==> src/ide_port_pkg.sv <==
package ide_port_pkg;

    // -------------------------------------------------------------
    // clock and strobe timing
    // -------------------------------------------------------------
    localparam int CLK_MHZ       = 25;
    localparam int SETUP_NS      = 70;
    localparam int ACTIVE_NS     = 290;
    localparam int RECOVER_NS    = 240;
    // least times round up to whole cycles
    localparam int SETUP_CYC     = (SETUP_NS * CLK_MHZ + 999) / 1000;
    localparam int ACTIVE_CYC    = (ACTIVE_NS * CLK_MHZ + 999) / 1000;
    localparam int RECOVER_CYC   = (RECOVER_NS * CLK_MHZ + 999) / 1000;

    localparam int CNT_W         = 4;
    localparam logic [CNT_W-1:0] SETUP_CNT   = CNT_W'(SETUP_CYC - 1);
    localparam logic [CNT_W-1:0] ACTIVE_CNT  = CNT_W'(ACTIVE_CYC - 1);
    localparam logic [CNT_W-1:0] RECOVER_CNT = CNT_W'(RECOVER_CYC - 1);
    localparam logic [CNT_W-1:0] CNT_ZERO    = 4'h0;

    // -------------------------------------------------------------
    // widths and fifo
    // -------------------------------------------------------------
    localparam int DATA_W        = 16;
    localparam int ADDR_W        = 3;
    localparam int FIFO_DEPTH    = 8;
    localparam logic [DATA_W-1:0] DATA_ZERO = 16'h0000;
    localparam logic [ADDR_W-1:0] ADDR_ZERO = 3'h0;

    // -------------------------------------------------------------
    // command kinds, blocks, states
    // -------------------------------------------------------------
    typedef enum logic [1:0] {
        OP_REG_RD = 2'b00,
        OP_REG_WR = 2'b01,
        OP_DMA_RD = 2'b10,
        OP_DMA_WR = 2'b11
    } op_t;

    typedef enum logic {
        BLK_CMD  = 1'b0,
        BLK_CTRL = 1'b1
    } blk_t;

    typedef enum logic [2:0] {
        ST_IDLE    = 3'b000,
        ST_WAITREQ = 3'b001,
        ST_SETUP   = 3'b010,
        ST_ACTIVE  = 3'b011,
        ST_RECOVER = 3'b100
    } phase_t;

    typedef struct packed {
        op_t               op;
        blk_t              blk;
        logic [ADDR_W-1:0] addr;
        logic [DATA_W-1:0] wdata;
    } cmd_t;

endpackage

==> src/ide_port.sv <==
// What this block does
// [RULE_01] drive three-bit register address per access
// [RULE_02] command block select low only for it
// [RULE_03] control block select low only for it
// [RULE_04] shared sixteen-bit data bus, direction per transfer
// [RULE_05] address floats in reset, works in suspend
// [RULE_06] data bus floats in reset, works in suspend; a command taken on the edge suspend is synchronised still runs, so a write can drive the bus
// [RULE_07] dma acknowledge marks dma strobe cycles
// [RULE_08] acknowledge only for bus master dma, high idle
// [RULE_09] drive requests dma through its request line
// [RULE_10] pair or master/slave routing, pins serve master
// [RULE_11] read strobe, data taken at its release
// [RULE_12] drive latches write data at strobe release
// [RULE_13] at most one select, none during dma
`timescale 1ns/10ps

// -----------------------------------------------------------------
// read data buffer
// -----------------------------------------------------------------
module ide_rd_fifo #(
    parameter int WIDTH = 16,
    parameter int DEPTH = 8
) (
    // clock and reset
    input  wire logic             clk_sys,
    input  wire logic             nrst,
    // fill side
    input  wire logic             in_valid,
    input  wire logic [WIDTH-1:0] in_data,
    output logic                  in_ready,
    // drain side
    output logic                  out_valid,
    output logic      [WIDTH-1:0] out_data,
    input  wire logic             out_ready
);
    localparam int PW = $clog2(DEPTH);

    typedef struct packed {
        logic [PW-1:0] wr;
        logic [PW-1:0] rd;
        logic [PW:0]   cnt;
    } fifo_st_t;

    logic [WIDTH-1:0] mem [DEPTH];
    fifo_st_t         st_q;
    fifo_st_t         st_d;
    logic             push;
    logic             pop;

    assign in_ready  = (st_q.cnt != (PW+1)'(DEPTH));
    assign out_valid = (st_q.cnt != '0);
    assign out_data  = mem[st_q.rd];
    assign push      = in_valid & in_ready;
    assign pop       = out_valid & out_ready;

    always_comb
    begin
        st_d = st_q;
        if (push)
        begin
            st_d.wr = st_q.wr + 1'b1;
        end
        if (pop)
        begin
            st_d.rd = st_q.rd + 1'b1;
        end
        st_d.cnt = st_q.cnt + (PW+1)'(push) - (PW+1)'(pop);
    end

    always_ff @(posedge clk_sys or negedge nrst)
    begin
        if (!nrst)
        begin
            st_q <= '0;
        end
        else
        begin
            st_q <= st_d;
        end
    end

    // storage has no reset; empty flags guard stale words
    always_ff @(posedge clk_sys)
    begin
        if (push)
        begin
            mem[st_q.wr] <= in_data;
        end
    end
endmodule

// -----------------------------------------------------------------
// channel sequencer
// -----------------------------------------------------------------
module ide_port
    import ide_port_pkg::*;
(
    // clock and reset
    input  wire logic              clk_sys,
    input  wire logic              nrst,
    // configuration and power state pins
    input  wire logic              route_master_slave,
    input  wire logic              suspend,
    // command port
    input  wire logic              cmd_valid,
    input  wire cmd_t              cmd,
    output logic                   cmd_ready,
    // read data port
    output logic                   rd_valid,
    output logic      [DATA_W-1:0] rd_data,
    input  wire logic              rd_ready,
    // routing status
    output logic                   master_connector,
    // disk pins
    output logic      [ADDR_W-1:0] disk_reg_addr,
    output logic                   disk_reg_addr_oe,
    output logic                   cmd_block_select_n,
    output logic                   ctrl_block_select_n,
    input  wire logic [DATA_W-1:0] disk_data_bus_in,
    output logic      [DATA_W-1:0] disk_data_bus_out,
    output logic                   disk_data_bus_oe,
    output logic                   disk_read_strobe_n,
    output logic                   disk_write_strobe_n,
    output logic                   disk_dma_ack_n,
    input  wire logic              disk_dma_req
);
    typedef struct packed {
        phase_t            ph;
        logic [CNT_W-1:0]  cnt;
        op_t               op;
        logic [ADDR_W-1:0] addr;
        logic              aoe;
        logic              cs1_n;
        logic              cs3_n;
        logic [DATA_W-1:0] dout;
        logic              doe;
        logic              rd_n;
        logic              wr_n;
        logic              ack_n;
        logic              ready;
        logic              push;
        logic [DATA_W-1:0] pdata;
        logic              master;
        logic              req_s1;
        logic              req_s2;
        logic              susp_s1;
        logic              susp_s2;
        logic              rte_s1;
        logic              rte_s2;
        logic [DATA_W-1:0] din_s1;
        logic [DATA_W-1:0] din_s2;
    } st_t;

    localparam st_t ST_RESET = '{
        ph: ST_IDLE, cnt: CNT_ZERO, op: OP_REG_RD, addr: ADDR_ZERO,
        aoe: 1'b0, cs1_n: 1'b1, cs3_n: 1'b1, dout: DATA_ZERO,
        doe: 1'b0, rd_n: 1'b1, wr_n: 1'b1, ack_n: 1'b1, ready: 1'b0,
        push: 1'b0, pdata: DATA_ZERO, master: 1'b1, req_s1: 1'b0,
        req_s2: 1'b0, susp_s1: 1'b0, susp_s2: 1'b0, rte_s1: 1'b0,
        rte_s2: 1'b0, din_s1: DATA_ZERO, din_s2: DATA_ZERO};

    st_t  st_q;
    st_t  st_d;
    logic fifo_in_ready;
    logic is_dma;
    logic is_rd;

    assign is_dma = (st_q.op == OP_DMA_RD) || (st_q.op == OP_DMA_WR);
    assign is_rd  = (st_q.op == OP_REG_RD) || (st_q.op == OP_DMA_RD);

    always_comb
    begin
        st_d         = st_q;
        st_d.push    = 1'b0;
        // pin inputs pass two flip-flops before use
        st_d.req_s1  = disk_dma_req;                            // RULE_09
        st_d.req_s2  = st_q.req_s1;
        st_d.susp_s1 = suspend;
        st_d.susp_s2 = st_q.susp_s1;
        st_d.rte_s1  = route_master_slave;
        st_d.rte_s2  = st_q.rte_s1;
        st_d.din_s1  = disk_data_bus_in;
        st_d.din_s2  = st_q.din_s1;
        // either routing uses these pins for the first connector
        st_d.master  = 1'b1;                                    // RULE_10
        st_d.aoe     = 1'b1;                                    // RULE_05
        st_d.ready   = 1'b0;
        case (st_q.ph)
            ST_IDLE:
            begin
                st_d.cs1_n = 1'b1;
                st_d.cs3_n = 1'b1;
                st_d.ack_n = 1'b1;                              // RULE_08
                st_d.doe   = 1'b0;
                // a read waits for fifo room so no word is dropped
                st_d.ready = ~st_q.susp_s2 & fifo_in_ready;
                if (cmd_valid && st_q.ready)
                begin
                    st_d.ready = 1'b0;
                    st_d.op    = cmd.op;
                    st_d.dout  = cmd.wdata;
                    if (cmd.op == OP_DMA_RD || cmd.op == OP_DMA_WR)
                    begin
                        st_d.ph = ST_WAITREQ;
                    end
                    else
                    begin
                        st_d.addr  = cmd.addr;                  // RULE_01
                        st_d.cs1_n = (cmd.blk != BLK_CMD);      // RULE_02
                        st_d.cs3_n = (cmd.blk != BLK_CTRL);     // RULE_03
                        st_d.doe   = (cmd.op == OP_REG_WR);     // RULE_04
                        st_d.cnt   = SETUP_CNT;
                        st_d.ph    = ST_SETUP;
                    end
                end
            end
            ST_WAITREQ:
            begin
                // dma cycles never carry a block select
                st_d.cs1_n = 1'b1;                              // RULE_13
                st_d.cs3_n = 1'b1;                              // RULE_13
                if (st_q.susp_s2)
                begin
                    st_d.ph = ST_IDLE;
                end
                else if (st_q.req_s2)
                begin
                    st_d.ack_n = 1'b0;                          // RULE_07
                    st_d.doe   = (st_q.op == OP_DMA_WR);        // RULE_06
                    st_d.cnt   = SETUP_CNT;
                    st_d.ph    = ST_SETUP;
                end
            end
            ST_SETUP:
            begin
                if (st_q.cnt == CNT_ZERO)
                begin
                    st_d.rd_n = ~is_rd;                         // RULE_11
                    st_d.wr_n = is_rd;
                    st_d.cnt  = ACTIVE_CNT;
                    st_d.ph   = ST_ACTIVE;
                end
                else
                begin
                    st_d.cnt = st_q.cnt - 1'b1;
                end
            end
            ST_ACTIVE:
            begin
                if (st_q.cnt == CNT_ZERO)
                begin
                    // drive latches write data on this release
                    st_d.rd_n = 1'b1;                           // RULE_12
                    st_d.wr_n = 1'b1;
                    st_d.push  = is_rd;                         // RULE_11
                    st_d.pdata = st_q.din_s2;
                    st_d.cnt   = RECOVER_CNT;
                    st_d.ph    = ST_RECOVER;
                end
                else
                begin
                    st_d.cnt = st_q.cnt - 1'b1;
                end
            end
            ST_RECOVER:
            begin
                if (st_q.cnt == CNT_ZERO)
                begin
                    st_d.cs1_n = 1'b1;
                    st_d.cs3_n = 1'b1;
                    st_d.ack_n = 1'b1;
                    st_d.doe   = 1'b0;
                    st_d.ph    = ST_IDLE;
                end
                else
                begin
                    st_d.cnt = st_q.cnt - 1'b1;
                end
            end
            default:
            begin
                st_d.ph = ST_IDLE;
            end
        endcase
        // suspend: selects and acknowledge forced high once the next phase is idle
        // a command taken on this very edge keeps its selects
        if (st_q.susp_s2 && st_d.ph == ST_IDLE)
        begin
            st_d.cs1_n = 1'b1;                                  // RULE_02
            st_d.cs3_n = 1'b1;                                  // RULE_03
            st_d.ack_n = 1'b1;                                  // RULE_08
        end
    end

    // reset floats address and data, holds selects high
    always_ff @(posedge clk_sys or negedge nrst)
    begin
        if (!nrst)
        begin
            st_q <= ST_RESET;                                   // RULE_05
        end
        else
        begin
            st_q <= st_d;
        end
    end

    ide_rd_fifo #(
        .WIDTH (DATA_W),
        .DEPTH (FIFO_DEPTH)
    ) u_fifo (
        .clk_sys   (clk_sys),
        .nrst      (nrst),
        .in_valid  (st_q.push),
        .in_data   (st_q.pdata),
        .in_ready  (fifo_in_ready),
        .out_valid (rd_valid),
        .out_data  (rd_data),
        .out_ready (rd_ready)
    );

    assign cmd_ready           = st_q.ready;
    assign master_connector    = st_q.master;
    assign disk_reg_addr       = st_q.addr;
    assign disk_reg_addr_oe    = st_q.aoe;
    assign cmd_block_select_n  = st_q.cs1_n;
    assign ctrl_block_select_n = st_q.cs3_n;
    assign disk_data_bus_out   = st_q.dout;
    assign disk_data_bus_oe    = st_q.doe;                      // RULE_06
    assign disk_read_strobe_n  = st_q.rd_n;
    assign disk_write_strobe_n = st_q.wr_n;
    assign disk_dma_ack_n      = st_q.ack_n;
endmodule

==> config.mk <==
export PLATFORM = sky130hd
export DESIGN_NAME = ide_port
export DESIGN_NICKNAME = d
export VERILOG_FILES = /design/src/ide_port_pkg.sv /design/src/ide_port.sv
export SDC_FILE = /design/constraint.sdc
export NUM_CORES = 1
export LEC_CHECK = 0
export ABC_AREA = 1
export BUFFER_PORTS_ARGS = -buffer_cell sky130_fd_sc_hd__buf_2
export CAP_MARGIN = 10
export CELL_PAD_IN_SITES_DETAIL_PLACEMENT = 0
export CELL_PAD_IN_SITES_GLOBAL_PLACEMENT = 2
export CORE_MARGIN = 3
export CORE_UTILIZATION = 40
export CTS_CLUSTER_SIZE = 28
export DETAILED_ROUTE_END_ITERATION = 6
export GPL_TIMING_DRIVEN = 0
export PLACE_DENSITY_LB_ADDON = 0.1
export SYNTH_ARGS = -nofsm -noshare
export SYNTH_HDL_FRONTEND = slang
export SYNTH_SLANG_ARGS = --single-unit
==> constraint.sdc <==
create_clock -name clk_sys -period 2.5 [get_ports clk_sys]
set_input_delay 0.25 -clock clk_sys [delete_from_list [all_inputs] [get_ports clk_sys]]
set_output_delay 0.25 -clock clk_sys [all_outputs]
set_load 0.01 [all_outputs]
==> flow_metrics.tcl <==
set metrics [dict create \
    status "finished clean" \
    fp.dieH_um 155.5 \
    hold_viol_final 0 \
    clock-root-buffer "clkbuf_16" \
    fin_crit_ns 2.333 \
    ys_seq_area_share_pct 70.75 \
    cts_setup_buffers 0 \
    grt_max_degree 67 \
    dieArea_um2 24190 \
    rsz0062_at_grt "false" \
    max_clock_freq_mhz 428.6 \
    cellLeakagePower_nw 4.825 \
    netlist_area_um2 8944 \
    max-cap-violations 0 \
    rows 54 \
    synth-edff-count 128 \
    synth.area.top_cells "edfxtp_1, dfrtp_1, nand2_1" \
    synth_top_cell_by_area "edfxtp_1" \
    gp_congestion 0.7802 \
    synth.top_cell.area_share_pct 42.98 \
    ys.warnings.count 0 \
    period_share_pct 93.33 \
    routed_wl_mm 18.32 \
    drt_pass1_iterations 4 \
    drive_gt1_share_pct 24.34 \
    clk_latency_ns 0.52 \
    core_um2 21890 \
    grt_pass1_vias 5935 \
    power_density_nw_per_um2 1139 \
    required_ns 2.25 \
    slew_viol_final 0 \
    cp-end-kind "output pin" \
    ant_nets 0 \
    dr_total_vias 5409 \
    vias_per_cell 4.683 \
    crit_arrival_ns 2.08 \
    synth_seq_cells 227 \
    start_util_pct 40.86 \
    async_flop_share_pct 43.61 \
    fin_setup_tns_ns 0 \
    area_growth_pct 23.52 \
    synth-main-ff-cell "edfxtp_1" \
    yosys.cell_count.top_type "nand2_1" \
    antenna_found_initial 0 \
    slew_headroom_pct 49.32 \
    cts.clk_slew.worst_paths_ns 0.06 \
    syn_area_per_cell_um2 12.85 \
    fin_nets 912 \
    cp-start-kind "flip-flop" \
    stdcell_count 1155 \
    min-delay-path-class "input port to flip-flop" \
    dp_cells 1072 \
    die_w_um 155.5 \
    grt_usage_pct 15.61 \
    dp_hpwl_mm 13.10 \
    crit_fanout 10 \
    setup_violations 0 \
    netlist_top_cells_count "nand2_1, edfxtp_1, dfrtp_1" \
    tightestPinTransition_ns 0.7594 \
    drc 0 \
    io_pins 90 \
    antenna_cells 0 \
    ir_worst_vdd_v 0.0004835 \
    grt_pass1_wl_mm 30.48 \
    cts-htree-levels 1 \
    crit_type "flip-flop to output pin" \
    reg2reg_slack_ns 0.23 \
    n_fill_cell 1959 \
    postSynthCellCount 696 \
    numPortBuffers 87 \
    cts_sinks 227 \
    drtIter0Drc 208 \
    clk_path_buf_depth 3 \
    wl_per_cell_um 15.86 \
    overflow 0 \
    cts_tree "built" \
    cts_buffers 24 \
    synth_cell_types 38 \
    fin_skew_ns 0.01194 \
]
worst paths after layout:
kind / start / endpoint / depth (start not counted)
setup reg to reg: u_fifo.st_q[2] / u_fifo.mem[7][12] / 8
hold reg to reg: st_d[0] / st_q[0] / 0
max in group asynchronous: nrst / u_fifo.st_q[1] / 3
min in group asynchronous: nrst / disk_data_bus_out[6] / 2
setup / recovery: u_fifo.st_q[5] / rd_data[15] / 6
hold / removal: cmd[20] / st_q[83] / 3
sequential cells by signal, indices dropped and copies added (netlist names), 3 cells and up:
register           count
disk_data_bus_out     16
disk_reg_addr          3
u_fifo.mem           128
u_fifo.st_q           10
st_q                  44
st_d                  18
cells by family (layout without fill, tap and decap cells):
kind of cell | count (synthesis) | after routing | share of synthesized area [%]
AND/OR/NAND/NOR | 244 | 244 | 11.39
flip-flops | 227 | 227 | 70.75
buffers and inverters | 79 | 257 | 4.505
AO/OA/AOI/OAI | 78 | 78 | 4.896
multiplexers | 51 | 51 | 6.351
adder cells (fa/ha/maj) | 10 | 10 | 1.483
XOR/XNOR | 6 | 6 | 0.5877
other | 1 | 2 | 0.04193
worst max-delay path: stages (launching register included):
cell	delay [ns]
dfrtp_1	0.37
buf_2	0.24
buf_1	0.45
o22ai_1	0.20
nand2_1	0.11
nand2_1	0.07
buf_2	0.14
through the flow:
| step | hold slack, ns | utilization (%) | area (µm²) | power, W | setup slack [ns] |
|---|---|---|---|---|---|
| finish | 0.01779 | 50.46 | 11050 | 0.01258 | 0.1667 |
| global route | 0.04567 | 50.46 | 11050 | 0.01348 | 0.003627 |
| CTS | 0.001384 | 50.35 | 11020 | 0.01273 | 0.01578 |
| detailed placement | 0.2455 | 45.00 | 9852 | 0.009180 | -0.1691 |
| global placement | 0.3316 | 44.46 | 9733 | 0.009080 | -0.5391 |
| floorplan | -0.04559 | - | 8947 | 0.007793 | 0.3885 |
timing repair:
item	4_1_cts	5_1_grt
endpoints found under the hold margin	66	0
endpoints found under the setup margin	17	16
gates resized for setup	2	12
hold buffers	39	0
gates cloned	0	0
cell type report:
class	instances	area (µm²)	share of cell area [%]
plain buffers	43	286.5	2.594
flip-flops and latches	227	6327	57.28
repair buffers	134	934.6	8.461
clock buffers	30	633.1	5.731
inverters	36	141.4	1.280
multi-input cells	391	2230	20.18
well taps	280	350.3	3.171
clock inverters	14	143.9	1.303
report_power, final:
group	internal, W	switching (W)
combinational	0.00163	0.00229
sequential	0.00470	0.000503
clock	0.00202	0.00144
cells in the final DEF, fill, tap and decap left out, types with 10 or more instances in the layout:
master | synthesis | layout
o22ai_1 | 33 | 33
dfrtp_1 | 94 | 94
nand3_1 | 14 | 14
inv_1 | 30 | 29
dlygate4sd3_1 | 0 | 39
nand2_1 | 164 | 164
clkbuf_16 | 0 | 24
mux2_2 | 10 | 10
mux2i_1 | 32 | 32
o21ai_0 | 36 | 36
nor2_1 | 51 | 46
buf_4 | 22 | 27
buf_2 | 11 | 91
edfxtp_1 | 128 | 128
per-layer routing:
metal / global-route usage [%] / share of wire, %
met5: 0 / 0
met4: 4.419 / 1.8
met3: 2.913 / 4.7
met2: 25.84 / 48
met1: 21.29 / 46
Note: power is estimated with default switching activity, not from simulation.
